$ cat src/verilog/can_mode_pkg.sv
// Purpose: constants for the can mode control and bit timing block
// Assumes: 8-bit register port, byte-wide registers at word-free offsets
// Notes: offsets are local choices; see module for behaviour
package can_mode_pkg;
    localparam logic [7:0] OFS_MODE_REQ   = 8'h00;
    localparam logic [7:0] OFS_SECONDARY  = 8'h01;
    localparam logic [7:0] OFS_BT_FIRST   = 8'h02;
    localparam logic [7:0] OFS_BT_SECOND  = 8'h03;
    localparam logic [7:0] OFS_RX_FLAGS   = 8'h04;
    localparam logic [7:0] OFS_RX_IEN     = 8'h05;
    localparam logic [7:0] OFS_TX_FLAGS   = 8'h06;
    localparam logic [7:0] OFS_TX_IEN     = 8'h07;
    localparam logic [7:0] OFS_ABORT_REQ  = 8'h08;
    localparam logic [7:0] OFS_ABORT_ACK  = 8'h09;
    localparam logic [7:0] OFS_BUF_SEL    = 8'h0A;
    localparam logic [7:0] OFS_ACC_CTRL   = 8'h0B;
    localparam logic [7:0] OFS_STATE      = 8'h0C;
    localparam logic [7:0] OFS_ACC_CODE   = 8'h10;
    localparam logic [7:0] OFS_ACC_MASK   = 8'h18;
    // mode_request_control fields
    localparam int BIT_INIT_REQ    = 0;
    localparam int BIT_SLEEP_REQ   = 1;
    localparam int BIT_WAKEUP_EN   = 2;
    // secondary_control fields
    localparam int BIT_INIT_ACK    = 0;
    localparam int BIT_SLEEP_ACK   = 1;
    // receive_flags fields
    localparam int BIT_WAKEUP_FLAG = 7;
    // receive_irq_enables fields
    localparam int BIT_WAKEUP_IEN  = 7;
    // bit_timing_second fields: first segment [3:0], second segment [6:4]
    localparam int BT_FIRST_TIME_SEGMENT_LSB    = 0;
    localparam int BT_SECOND_TIME_SEGMENT_LSB    = 4;
    localparam logic [7:0] RST_MODE_REQ  = 8'h01;
    localparam logic [7:0] RST_SECONDARY = 8'h01;
    localparam logic [7:0] RST_ZERO      = 8'h00;
    localparam logic [7:0] RST_TX_FLAGS  = 8'h07;
    localparam logic [7:0] RST_BUF_SEL   = 8'h00;
    localparam int SYNC_RECESSIVE_BITS = 11;
    localparam logic [7:0] MASK_INIT_KEEP = 8'h07;
endpackage : can_mode_pkg
$ cat src/verilog/can_mode_ctrl.sv
// Purpose: mode control, write protection and bit timing of a can controller
// Assumes: register port synchronous to ref_clk, read data one cycle later
// Notes: the protocol engine sits outside; it reports idle, bus-off, bus
//        activity and sampled bits, and receives sync and abort levels
//
// Our own choices: the strobed register port and the address map.
`timescale 1ns/100ps
module can_mode_ctrl
    import can_mode_pkg::*;
#(
    parameter int N_TX_BUF = 3
)(
    // clock and reset
    input  wire logic        ref_clk,
    input  wire logic        arst_n,
    // register port
    input  wire logic [7:0]  reg_addr,
    input  wire logic [7:0]  reg_wdata,
    input  wire logic        reg_wr,
    input  wire logic        reg_rd,
    output logic      [7:0]  reg_rdata,
    // protocol engine status
    input  wire logic        rx_busy,
    input  wire logic [N_TX_BUF-1:0] tx_buf_full,
    input  wire logic        bus_off,
    input  wire logic        bus_activity,
    input  wire logic        rx_bit,
    input  wire logic        rx_bit_valid,
    input  wire logic [7:0]  transmitter_state,
    input  wire logic [7:0]  receiver_state,
    input  wire logic        engine_tx_bit,
    // cpu power state
    input  wire logic        cpu_stop,
    input  wire logic        cpu_wait,
    // protocol engine control
    output logic             engine_abort,
    output logic             bus_synced,
    output logic             sleep_mode,
    output logic             tq_tick,
    output logic             bit_start,
    output logic             sample_point,
    // pin
    output logic             bus_transmit_pin
);

    typedef enum logic [1:0] {
        ST_INIT  = 2'b00,
        ST_RUN   = 2'b01,
        ST_SLEEP = 2'b10
    } mode_t;

    typedef enum logic [1:0] {
        SEG_SYNC = 2'b00,
        SEG_ONE  = 2'b01,
        SEG_TWO  = 2'b10
    } seg_t;

    mode_t      mode;
    seg_t       seg;
    logic [7:0] mode_request_control;
    logic [7:0] secondary_control;
    logic [7:0] bit_timing_first;
    logic [7:0] bit_timing_second;
    logic [7:0] receive_flags;
    logic [7:0] receive_irq_enables;
    logic [7:0] transmit_flags;
    logic [7:0] transmit_irq_enables;
    logic [7:0] transmit_abort_request;
    logic [7:0] transmit_abort_ack;
    logic [7:0] transmit_buffer_select;
    logic [7:0] acceptance_control;
    logic [7:0] acceptance_codes [8];
    logic [7:0] acceptance_masks [8];
    logic [5:0] presc_cnt;
    logic [3:0] tq_cnt;
    logic [3:0] recessive_cnt;
    logic       init_request;
    logic       sleep_request;
    logic       init_acknowledge;
    logic       sleep_acknowledge;
    logic       wakeup_flag;
    logic       bus_idle;
    logic       in_init;
    logic       cfg_wr;
    logic       sleep_clr_ok;
    logic       init_clr_ok;
    logic [3:0] first_time_segment_last;
    logic [2:0] second_time_segment_last;

    function automatic logic hit(input logic [7:0] a, input logic [7:0] ofs);
        return reg_wr && (a == ofs);
    endfunction : hit

    assign init_request      = mode_request_control[BIT_INIT_REQ];
    assign sleep_request     = mode_request_control[BIT_SLEEP_REQ];
    assign init_acknowledge  = secondary_control[BIT_INIT_ACK];
    assign sleep_acknowledge = secondary_control[BIT_SLEEP_ACK];
    assign wakeup_flag       = receive_flags[BIT_WAKEUP_FLAG];
    assign bus_idle     = !rx_busy && (tx_buf_full == '0);
    assign in_init      = init_request && init_acknowledge;
    assign cfg_wr       = reg_wr && in_init;
    assign sleep_clr_ok = sleep_request && sleep_acknowledge;
    assign init_clr_ok  = init_request && init_acknowledge;
    // first segment 4..16 quanta, field holds quanta minus one
    assign first_time_segment_last = (bit_timing_second[BT_FIRST_TIME_SEGMENT_LSB +: 4] < 4'd3) ?
                        4'd3 : bit_timing_second[BT_FIRST_TIME_SEGMENT_LSB +: 4];
    assign second_time_segment_last = (bit_timing_second[BT_SECOND_TIME_SEGMENT_LSB +: 3] < 3'd1) ?
                        3'd1 : bit_timing_second[BT_SECOND_TIME_SEGMENT_LSB +: 3];

    // mode requests; hardware events win over cpu writes
    always_ff @(posedge ref_clk or negedge arst_n)
    begin
        if (!arst_n)
            mode_request_control <= RST_MODE_REQ;
        else
        begin
            if (hit(reg_addr, OFS_MODE_REQ))
            begin
                if (!init_acknowledge)
                    mode_request_control[7:3] <= reg_wdata[7:3];
                mode_request_control[BIT_WAKEUP_EN] <=
                    reg_wdata[BIT_WAKEUP_EN];
                // request taken in same cycle, pin follows at once
                if (reg_wdata[BIT_INIT_REQ] || init_clr_ok)
                    mode_request_control[BIT_INIT_REQ] <=
                        reg_wdata[BIT_INIT_REQ];
                if (reg_wdata[BIT_SLEEP_REQ] && !wakeup_flag)
                    mode_request_control[BIT_SLEEP_REQ] <= 1'b1;
                else if (!reg_wdata[BIT_SLEEP_REQ] && sleep_clr_ok)
                    mode_request_control[BIT_SLEEP_REQ] <= 1'b0;
            end
            // bus wakeup clears the request itself
            if (mode == ST_SLEEP && bus_activity &&
                mode_request_control[BIT_WAKEUP_EN])
                mode_request_control[BIT_SLEEP_REQ] <= 1'b0;
            // reset in init, keeping wake enable and requests
            if (in_init && !hit(reg_addr, OFS_MODE_REQ))
                mode_request_control[7:3] <= RST_MODE_REQ[7:3];
        end
    end

    // mode state and acknowledge flags
    always_ff @(posedge ref_clk or negedge arst_n)
    begin
        if (!arst_n)
        begin
            mode              <= ST_INIT;
            secondary_control <= RST_SECONDARY;
        end
        else
        begin
            case (mode)
                ST_INIT:
                begin
                    if (!init_request)
                    begin
                        mode                           <= ST_RUN;
                        secondary_control[BIT_INIT_ACK] <= 1'b0;
                    end
                end
                ST_RUN:
                begin
                    if (init_request)
                    begin
                        mode <= ST_INIT;
                        secondary_control[BIT_INIT_ACK] <= 1'b1;
                    end
                    else if (sleep_request && bus_idle)
                    begin
                        mode <= ST_SLEEP;
                        secondary_control[BIT_SLEEP_ACK] <= 1'b1;
                    end
                end
                ST_SLEEP:
                begin
                    if (init_request)
                    begin
                        mode                           <= ST_INIT;
                        secondary_control[BIT_INIT_ACK] <= 1'b1;
                        // leaving sleep for init drops its ack
                        secondary_control[BIT_SLEEP_ACK] <= 1'b0;
                    end
                    else if (!sleep_request)
                    begin
                        mode                            <= ST_RUN;
                        secondary_control[BIT_SLEEP_ACK] <= 1'b0;
                    end
                end
                default:
                    mode <= ST_INIT;
            endcase
            if (cfg_wr && reg_addr == OFS_SECONDARY)
                secondary_control[7:2] <= reg_wdata[7:2];
        end
    end

    // config registers, written only in init
    always_ff @(posedge ref_clk or negedge arst_n)
    begin
        if (!arst_n)
        begin
            bit_timing_first   <= RST_ZERO;
            bit_timing_second  <= RST_ZERO;
            acceptance_control <= RST_ZERO;
        end
        else if (cfg_wr)
        begin
            if (reg_addr == OFS_BT_FIRST)
                bit_timing_first <= reg_wdata;
            if (reg_addr == OFS_BT_SECOND)
                bit_timing_second <= reg_wdata;
            if (reg_addr == OFS_ACC_CTRL)
                acceptance_control <= reg_wdata;
        end
    end

    for (genvar i = 0; i < 8; i++)
    begin : g_filter
        always_ff @(posedge ref_clk or negedge arst_n)
        begin
            if (!arst_n)
            begin
                acceptance_codes[i] <= RST_ZERO;
                acceptance_masks[i] <= RST_ZERO;
            end
            else if (cfg_wr)
            begin
                if (reg_addr == OFS_ACC_CODE + 8'(i))
                    acceptance_codes[i] <= reg_wdata;
                if (reg_addr == OFS_ACC_MASK + 8'(i))
                    acceptance_masks[i] <= reg_wdata;
            end
        end
    end

    // flag and enable registers; forces them to reset in init
    always_ff @(posedge ref_clk or negedge arst_n)
    begin
        if (!arst_n)
        begin
            receive_flags          <= RST_ZERO;
            receive_irq_enables    <= RST_ZERO;
            transmit_flags         <= RST_TX_FLAGS;
            transmit_irq_enables   <= RST_ZERO;
            transmit_abort_request <= RST_ZERO;
            transmit_abort_ack     <= RST_ZERO;
            transmit_buffer_select <= RST_BUF_SEL;
        end
        // init reset of flags and enables
        else if (in_init)
        begin
            receive_flags          <= RST_ZERO;
            receive_irq_enables    <= RST_ZERO;
            transmit_flags         <= RST_TX_FLAGS;
            transmit_irq_enables   <= RST_ZERO;
            transmit_abort_request <= RST_ZERO;
            transmit_abort_ack     <= RST_ZERO;
            transmit_buffer_select <= RST_BUF_SEL;
        end
        else
        begin
            // wakeup flag: write one clears, bus activity in sleep sets
            if (hit(reg_addr, OFS_RX_FLAGS))
                receive_flags <= receive_flags & ~reg_wdata;
            if (mode == ST_SLEEP && bus_activity &&
                mode_request_control[BIT_WAKEUP_EN])
                receive_flags[BIT_WAKEUP_FLAG] <= 1'b1;
            if (hit(reg_addr, OFS_RX_IEN))
                receive_irq_enables <= reg_wdata;
            if (hit(reg_addr, OFS_TX_FLAGS))
                transmit_flags <= transmit_flags & ~reg_wdata;
            if (hit(reg_addr, OFS_TX_IEN))
                transmit_irq_enables <= reg_wdata;
            if (hit(reg_addr, OFS_ABORT_REQ))
                transmit_abort_request <= reg_wdata;
            if (hit(reg_addr, OFS_BUF_SEL))
                transmit_buffer_select <= reg_wdata;
        end
    end

    // ref_clk (oscillator clock) over field plus one gives quanta
    always_ff @(posedge ref_clk or negedge arst_n)
    begin
        if (!arst_n)
            presc_cnt <= 6'h00;
        else if (mode != ST_RUN || presc_cnt >= bit_timing_first[5:0])
            presc_cnt <= 6'h00;
        else
            presc_cnt <= presc_cnt + 6'h01;
    end
    assign tq_tick = (mode == ST_RUN) && (presc_cnt >= bit_timing_first[5:0]);

    // sync segment then both time segments; sets the bit rate
    always_ff @(posedge ref_clk or negedge arst_n)
    begin
        if (!arst_n)
        begin
            seg    <= SEG_SYNC;
            tq_cnt <= 4'h0;
        end
        else if (mode != ST_RUN)
        begin
            seg    <= SEG_SYNC;
            tq_cnt <= 4'h0;
        end
        else if (tq_tick)
        begin
            case (seg)
                SEG_SYNC:
                begin
                    seg    <= SEG_ONE;
                    tq_cnt <= 4'h0;
                end
                SEG_ONE:
                begin
                    tq_cnt <= tq_cnt + 4'h1;
                    if (tq_cnt == first_time_segment_last)
                    begin
                        seg    <= SEG_TWO;
                        tq_cnt <= 4'h0;
                    end
                end
                SEG_TWO:
                begin
                    tq_cnt <= tq_cnt + 4'h1;
                    if (tq_cnt == {1'b0, second_time_segment_last})
                    begin
                        seg    <= SEG_SYNC;
                        tq_cnt <= 4'h0;
                    end
                end
                default:
                    seg <= SEG_SYNC;
            endcase
        end
    end
    assign bit_start    = tq_tick && seg == SEG_SYNC;
    assign sample_point = tq_tick && seg == SEG_ONE && tq_cnt == first_time_segment_last;

    // resync after eleven recessive bits when not bus-off
    always_ff @(posedge ref_clk or negedge arst_n)
    begin
        if (!arst_n)
        begin
            recessive_cnt <= 4'h0;
            bus_synced    <= 1'b0;
        end
        else if (mode == ST_INIT || init_request)
        begin
            recessive_cnt <= 4'h0;
            bus_synced    <= 1'b0;
        end
        else if (!bus_synced && !bus_off && rx_bit_valid)
        begin
            if (!rx_bit)
                recessive_cnt <= 4'h0;
            else if (recessive_cnt == 4'(SYNC_RECESSIVE_BITS - 1))
                bus_synced <= 1'b1;
            else
                recessive_cnt <= recessive_cnt + 4'h1;
        end
    end

    assign engine_abort = init_request || mode == ST_INIT;
    assign sleep_mode   = mode == ST_SLEEP;

    // recessive (high) on init request, stop, or wait with stop_in_wait
    assign bus_transmit_pin = (init_request || cpu_stop ||
                               (cpu_wait && mode_request_control[7]) ||
                               mode != ST_RUN) ? 1'b1 : engine_tx_bit;

    // read port, one cycle latency; unmapped reads zero
    always_ff @(posedge ref_clk or negedge arst_n)
    begin
        if (!arst_n)
            reg_rdata <= 8'h00;
        else if (!reg_rd)
            reg_rdata <= 8'h00;
        else if (reg_addr >= OFS_ACC_CODE && reg_addr < OFS_ACC_MASK)
            reg_rdata <= acceptance_codes[reg_addr[2:0]];
        else if (reg_addr >= OFS_ACC_MASK && reg_addr < OFS_ACC_MASK + 8'h08)
            reg_rdata <= acceptance_masks[reg_addr[2:0]];
        else
            case (reg_addr)
                OFS_MODE_REQ:  reg_rdata <= mode_request_control;
                OFS_SECONDARY: reg_rdata <= secondary_control;
                OFS_BT_FIRST:  reg_rdata <= bit_timing_first;
                OFS_BT_SECOND: reg_rdata <= bit_timing_second;
                OFS_RX_FLAGS:  reg_rdata <= receive_flags;
                OFS_RX_IEN:    reg_rdata <= receive_irq_enables;
                OFS_TX_FLAGS:  reg_rdata <= transmit_flags;
                OFS_TX_IEN:    reg_rdata <= transmit_irq_enables;
                OFS_ABORT_REQ: reg_rdata <= transmit_abort_request;
                OFS_ABORT_ACK: reg_rdata <= transmit_abort_ack;
                OFS_BUF_SEL:   reg_rdata <= transmit_buffer_select;
                OFS_ACC_CTRL:  reg_rdata <= acceptance_control;
                // upper nibbles of transmitter/receiver state pass through untouched by init
                OFS_STATE:     reg_rdata <= {transmitter_state[7:4],
                                             receiver_state[7:4]};
                default:       reg_rdata <= 8'h00;
            endcase
    end

endmodule : can_mode_ctrl

$ cat config.mk
export PLATFORM = sky130hd
export DESIGN_NAME = can_mode_ctrl
export DESIGN_NICKNAME = d
export VERILOG_FILES = /design/src/verilog/can_mode_pkg.sv /design/src/verilog/can_mode_ctrl.sv
export SDC_FILE = /design/constraint.sdc
export NUM_CORES = 1
export LEC_CHECK = 0
export ABC_AREA = 1
export BUFFER_PORTS_ARGS = -buffer_cell sky130_fd_sc_hd__buf_2
export CORE_MARGIN = 10
export CORE_UTILIZATION = 55
export CTS_CLUSTER_SIZE = 16
export DETAILED_ROUTE_END_ITERATION = 8
export GPL_TIMING_DRIVEN = 0
export PLACE_DENSITY_LB_ADDON = 0.3
export SYNTH_ARGS = -nofsm -noshare
export SYNTH_HDL_FRONTEND = slang
export SYNTH_SLANG_ARGS = --single-unit
$ cat constraint.sdc
create_clock -name ref_clk -period 1.75 [get_ports ref_clk]
set_input_delay 0.0875 -clock ref_clk [delete_from_list [all_inputs] [get_ports ref_clk]]
set_output_delay 0.0875 -clock ref_clk [all_outputs]
set_load 0.01 [all_outputs]
Word level (Yosys, flattened, before mapping)
Cells that the tools add are included.

word-level totals
  flip-flop bits (word level) = 243
  bits of input ports = 47

operators by class
  multiplexer cells = 66
  add/sub/neg operators = 3
  equality and inequality tests = 45
  $lt $le $gt $ge = 8
  reductions and logical operators = 90
  bitwise operators = 4

operator list
  kind                   number
  $mux W8                20
  $eq A8 B5 Y1 const B   16
  $pmux W8 S12           1
  $bmux W8 S3            2
  $reduce_and A2 Y1      24
  $mux W4                9
  $eq A8 B3 Y1 const B   4
  $eq A8 B4 Y1 const B   4
  $reduce_bool A2 Y1     14
  $logic_and A1 B1 Y1    27
  $mux W2                9
  $and A8 B8 Y8          2
  $eq A8 B2 Y1 const B   2
  $ge A8 B5 Y1 const B   2
  $mux W1                16
  $ne A3 B3 Y1 const B   5
  $pmux W2 S3            2
  $pmux W4 S3            1
  $reduce_and A3 Y1      4
  $mux W5                2
  $add A4 B1 Y4 const B  2
  $eq A8 B1 Y1 const B   1
  $logic_not A8 Y1       1
  $lt A8 B5 Y1 const B   1
  26 further kinds       45

Depth between registers and ports, before layout
  word-level depth = 7
  depth in mapped cells = 12
  mapped depth without buffers = 12

Least setup slack after synthesis
Ideal clock, no wire load.

  kind = reg-to-reg
  from = register mode_request_control[0]
  to = register acceptance_codes[37] (netlist bit)
  period minus slack after synthesis = 1.781 ns
  slack = -0.031 ns
  data arrival time = 1.649 ns
  stages on the path, launching flop included = 10
  library setup time = 0.132 ns
  buffers on the path = 2
  cell sequence = dfstp_2 buf_2 nand2_2 nor2_4 nand2_1 inv_2 nand3_1 clkbuf_1 nand2_1 o21ai_1

between the ends
  cells in the longest elaborated chain, start to end = 3

ends and longest elaborated chain
  element                            RTL line              RTL
  from (decl)                        can_mode_ctrl.sv:60   logic [7:0] mode_request_control;
  from (signal, indexed assignment)  can_mode_ctrl.sv:121  mode_request_control[BIT_WAKEUP_EN] <=
  from (signal, indexed assignment)  can_mode_ctrl.sv:125  mode_request_control[BIT_INIT_REQ] <=
  $logic_and A1 B1 Y1                can_mode_ctrl.sv:100  assign in_init = init_request && init_acknowledge;
  $logic_and A1 B1 Y1                can_mode_ctrl.sv:101  assign cfg_wr = reg_wr && in_init;
  $reduce_and A2 Y1 (no line)        n/a
  to (signal, indexed assignment)    can_mode_ctrl.sv:229  acceptance_codes[i] <= reg_wdata;
  to (decl)                          can_mode_ctrl.sv:72   logic [7:0] acceptance_codes [8];

Every way passes these cells.
A chain may end at the register's enable or synchronous reset.

Worst setup path after layout
  from = register presc_cnt[3]
  to = output port bit_start

between the ends
  cells in the longest elaborated chain, start to end = 3

ends and longest elaborated chain
  element                 RTL line              RTL
  from (decl)             can_mode_ctrl.sv:74   logic [5:0] presc_cnt;
  from (signal assigned)  can_mode_ctrl.sv:289  presc_cnt <= presc_cnt + 6'h01;
  $ge A6 B6 Y1            can_mode_ctrl.sv:291  assign tq_tick = (mode == ST_RUN) && (presc_cnt >= bit_timing_first[5:0]);
  $logic_and A1 B1 Y1     can_mode_ctrl.sv:291
  $logic_and A1 B1 Y1     can_mode_ctrl.sv:337  assign bit_start = tq_tick && seg == SEG_SYNC;
  to (decl)               can_mode_ctrl.sv:40   output logic bit_start,

Every way passes these cells.

==> metrics.md <==
| Metric | Value |
|---|---|
| Flops & latches, synth | 243 |
| GR Overflow Total | 0 |
| Post-synthesis sequential area ratio | 52.63% |
| Cell count after synthesis | 1433 |
| Arrival time at the worst endpoint | 2.02 ns |
| Max-slew violations | 0 |
| Cell Area, Synth | 11570 sq um |
| Asr flop ratio synth | between 90% and 100% |
| Clock latency at the later pin of the worst-skew pair | 0.53 ns |
| Dpl ws | -0.5507 ns |
| Primary FF master, synth | dfrtp_1 |
| CTS root buf | clkbuf_16 |
| Dpl hpwl | around 25000 um |
| Synth cell count leaders | nand2_1 (397), dfrtp_1 (238), nor2_1 (175), o21ai_1 (166), nand3_1 (103) |
| RSZ-0062 raised after global routing | true |
| Total power | 14.24 mW |
| Largest net degree at the start of global routing | 113 |
| Via count | 10640 |
| Initial Util | a little under three fifths |
| Synth top area share | 51.49% |
| Area leader, netlist | dfrtp_1 |
| Initial antenna violation count | 0 |
| Max Clock Skew | 0.006475 ns |
| GRT Max-Usage Layer | met2 |
| First-pass GRT wire length | 56240 um |
| FMAX | 474.1 MHz |
| GP Congestion | 1.017 |
| Failing checks | setup timing |
| Die H | 165.0 um |
| Fin crit period | about 2.1 ns |
| Leakage | 6.970 nW |
| DP Area | 12240 sq um |
| Layout area overhead | 22.74% |
| Worst EP required | 1.66 ns |
| Tot GR Track Use | 26.37% |
| R2R Path Start | secondary_control[0]$_DFFE_PN1P_ |
| Buffers on Ports | 51 |
| Hold Vio Cnt, Final | 0 |
| Vias in the first global route | about 10000 |
| Number of library cell types mapped by synthesis | 31 |
| M3 GR Usage | 6.871% |
| Final Net Count | 1638 |
| Peak supply drop | ~0.83 mV |
| Number of buffers created by CTS | 26 |
| Synth area leaders | dfrtp_1 (51%), nand2_1 (13%), o21ai_1 (7.2%) |
| End of the critical path | bit_start |
| Period utilization | 120.5% |
| Post-synth EDFFs | 0 |
| Setup violations, final | 3 |
| CTS Buffer Depth | 3 |
| DR iter-0 viols | 1087 |
| Inserted Diodes | 0 |
| Cell area power density | 1003 nW/um^2 |
| Simple-gate share of the synthesized area | 26.61% |
| # rows | 52 |
| Slew HR | 40.66% |
| DIE WIDTH | around 170 um |
| Synth Area in Compound Gates | 12.99% |
| CTS tree | built |
| R2R cell count | 8 |
| Largest family of logic cells by synthesized area | simple AND/OR/NAND/NOR gates |
| Critical path capture point type | primary output |
| CTS H-Tree Depth | 1 |
| Post-synthesis mux area share | 0% |
| Yosys warnings | 0 |
| Crit Path Class | reg2out |
| Core Area | approximately 20000 sq um |
| Clk sinks | 243 |
| Fillers | 1643 |
| Xor/xnor share of the synthesized area | 0.6815% |
| HP Class | in2reg |
| Antenna viol nets, final | 0 |
| Layout cells sized above 1 | 17.33% |
| Crit path max fanout | 2 |
| Reg2reg end | acceptance_masks[41]$_DFFE_PN0P_ |
| First-pass detailed-route iteration total | 5 |
| Grt met1 use | 34.81% |
| Total wire length | 36490 um |
| Syn nets | about 1500 |
| MaxCap Viol Count | 0 |
| WL/cell | between 15 and 20 um |
| Critical path launch point | presc_cnt[3]$_DFF_PN0_ |
| Setup TNS | -1.039 ns |
| Syn avg cell area | 8.071 sq um |
| Outcome | complete, but fails checks |
| Vias per inst | 5.709 |
| Finished Cell Area | 14200 sq um |
| Worst setup SP type | flip-flop |
| Post-layout worst setup margin | -0.3591 ns |
| DRC | 0 |
| Adder-cell share of the synthesized area | 1.947% |
| Die area | 27230 sq um |
| Grt met2 use | 41.12% |
| Top-count cell post-synth | nand2_1 |
| Measured slew at the worst slew-check pin | 0.8901 ns |
| Clock-pin transition on the worst setup and hold timing paths | roughly 0.060 ns |
| Io pins | just over 60 |
| R2R setup slack | approximately 0.010 ns |
[area by class of cell]
class | count | area, sq um | share of cell area, %
Tap cell | 270 | 337.8 | 2.380
Multi-Input combinational cell | 1037 | 5269 | 37.11
Clock buffer | 33 | 738.2 | 5.200
Clock inverter | 15 | 210.2 | 1.481
Sequential cell | 243 | 6090 | 42.90
Timing Repair Buffer | 116 | 849.6 | 5.984
Inverter | 86 | 332.8 | 2.344
Timing Repair inverter | 1 | 7.507 | 0.05288
Buffer | 62 | 361.6 | 2.547
[worst max-delay path, stage by stage (launching register included)]
cell	delay [ns]
dfrtp_1	0.41
ha_4	0.29
nand2_4	0.07
nor2_4	0.10
nand2_2	0.06
nand3_2	0.08
nand2_2	0.08
buf_4	0.15
nor2_4	0.12
buf_6	0.11
[layer usage]
layer  up-vias  wire (um)
met5         -          0
met1      5125      14970
li1       4986          -
met3        93       3117
met4         0       1316
met2       431      17080
[kinds of logic (layout without fill, tap and decap cells)]
| kind of cell | count (synthesis) | in the layout |
|---|---|---|
| XOR/XNOR | 9 | 9 |
| AND/OR/NAND/NOR | 729 | 729 |
| buffers and inverters | 153 | 313 |
| flip-flops | 243 | 243 |
| adder cells (fa/ha/maj) | 18 | 18 |
| AO/OA/AOI/OAI | 281 | 281 |
[per-stage QoR]
stage          cells  utilization, %  hold WS, ns
2_1_floorplan   1433               -      -0.2081
3_3_place_gp    1754           59.57       0.3409
3_5_place_dp    1756           59.89      0.03213
4_1_cts         1841           67.29     0.008917
5_1_grt         1863           69.49      0.05925
6_report        1863           69.49      0.01833
[worst min-delay path by stage]
| stage | from | end | slack [ns] | depth (start not counted) |
|---|---|---|---|---|
| 2_1_floorplan | arst_n | acceptance_codes[0]$_DFFE_PN0P_ | -0.21 | 0 |
| 3_3_place_gp | reg_wdata[1] | mode_request_control[1]$_DFFE_PN0P_ | 0.34 | 3 |
| 3_5_place_dp | arst_n | acceptance_masks[21]$_DFFE_PN0P_ | 0.03 | 1 |
| 4_1_cts | transmitter_state[7] | reg_rdata[7]$_DFF_PN0_ | 0.009 | 7 |
| 5_1_grt | reg_rd | reg_rdata[3]$_DFF_PN0_ | 0.06 | 3 |
| 6_report | transmitter_state[7] | reg_rdata[7]$_DFF_PN0_ | 0.02 | 7 |
[cell usage in the layout (no fill, tap or decap), drive strengths merged, types with 9 or more instances in the layout]
master / n
buf: 123
clkbuf: 72
clkinv: 9
dfrtp: 238
dlygate4sd3: 16
ha: 18
inv: 86
nand2: 401
nand3: 104
nand3b: 20
nor2: 191
o211ai: 16
o21ai: 226
o22ai: 29
[timing repair]
| action | 4_1_cts | 5_1_grt |
|---|---|---|
| hold endpoints to repair | 163 | 0 |
| setup endpoints to repair | 179 | 127 |
| gates resized for setup | 70 | 76 |
| hold buffers | 16 | 0 |
| pin swaps | 6 | 20 |
| setup buffers | 22 | 24 |
| gates cloned | 2 | 0 |
[state kept, by name, indices dropped and copies added (netlist names)]
name / count
acceptance_codes: 64
acceptance_masks: 64
acceptance_control: 8
bit_timing_first: 8
bit_timing_second: 8
mode_request_control: 8
receive_flags: 8
receive_irq_enables: 8
reg_rdata: 8
secondary_control: 8
transmit_abort_request: 8
transmit_buffer_select: 8
transmit_flags: 8
transmit_irq_enables: 8
presc_cnt: 6
recessive_cnt: 4
tq_cnt: 4
mode: 2
seg: 2
bus_synced: 1
[report_power, final]
group	internal [mW]	total, mW	switching [mW]
combinational	0.825	2.11	1.28
sequential	5.89	6.08	0.189
clock	3.72	6.06	2.33
Power figures use the tool's default switching activity.
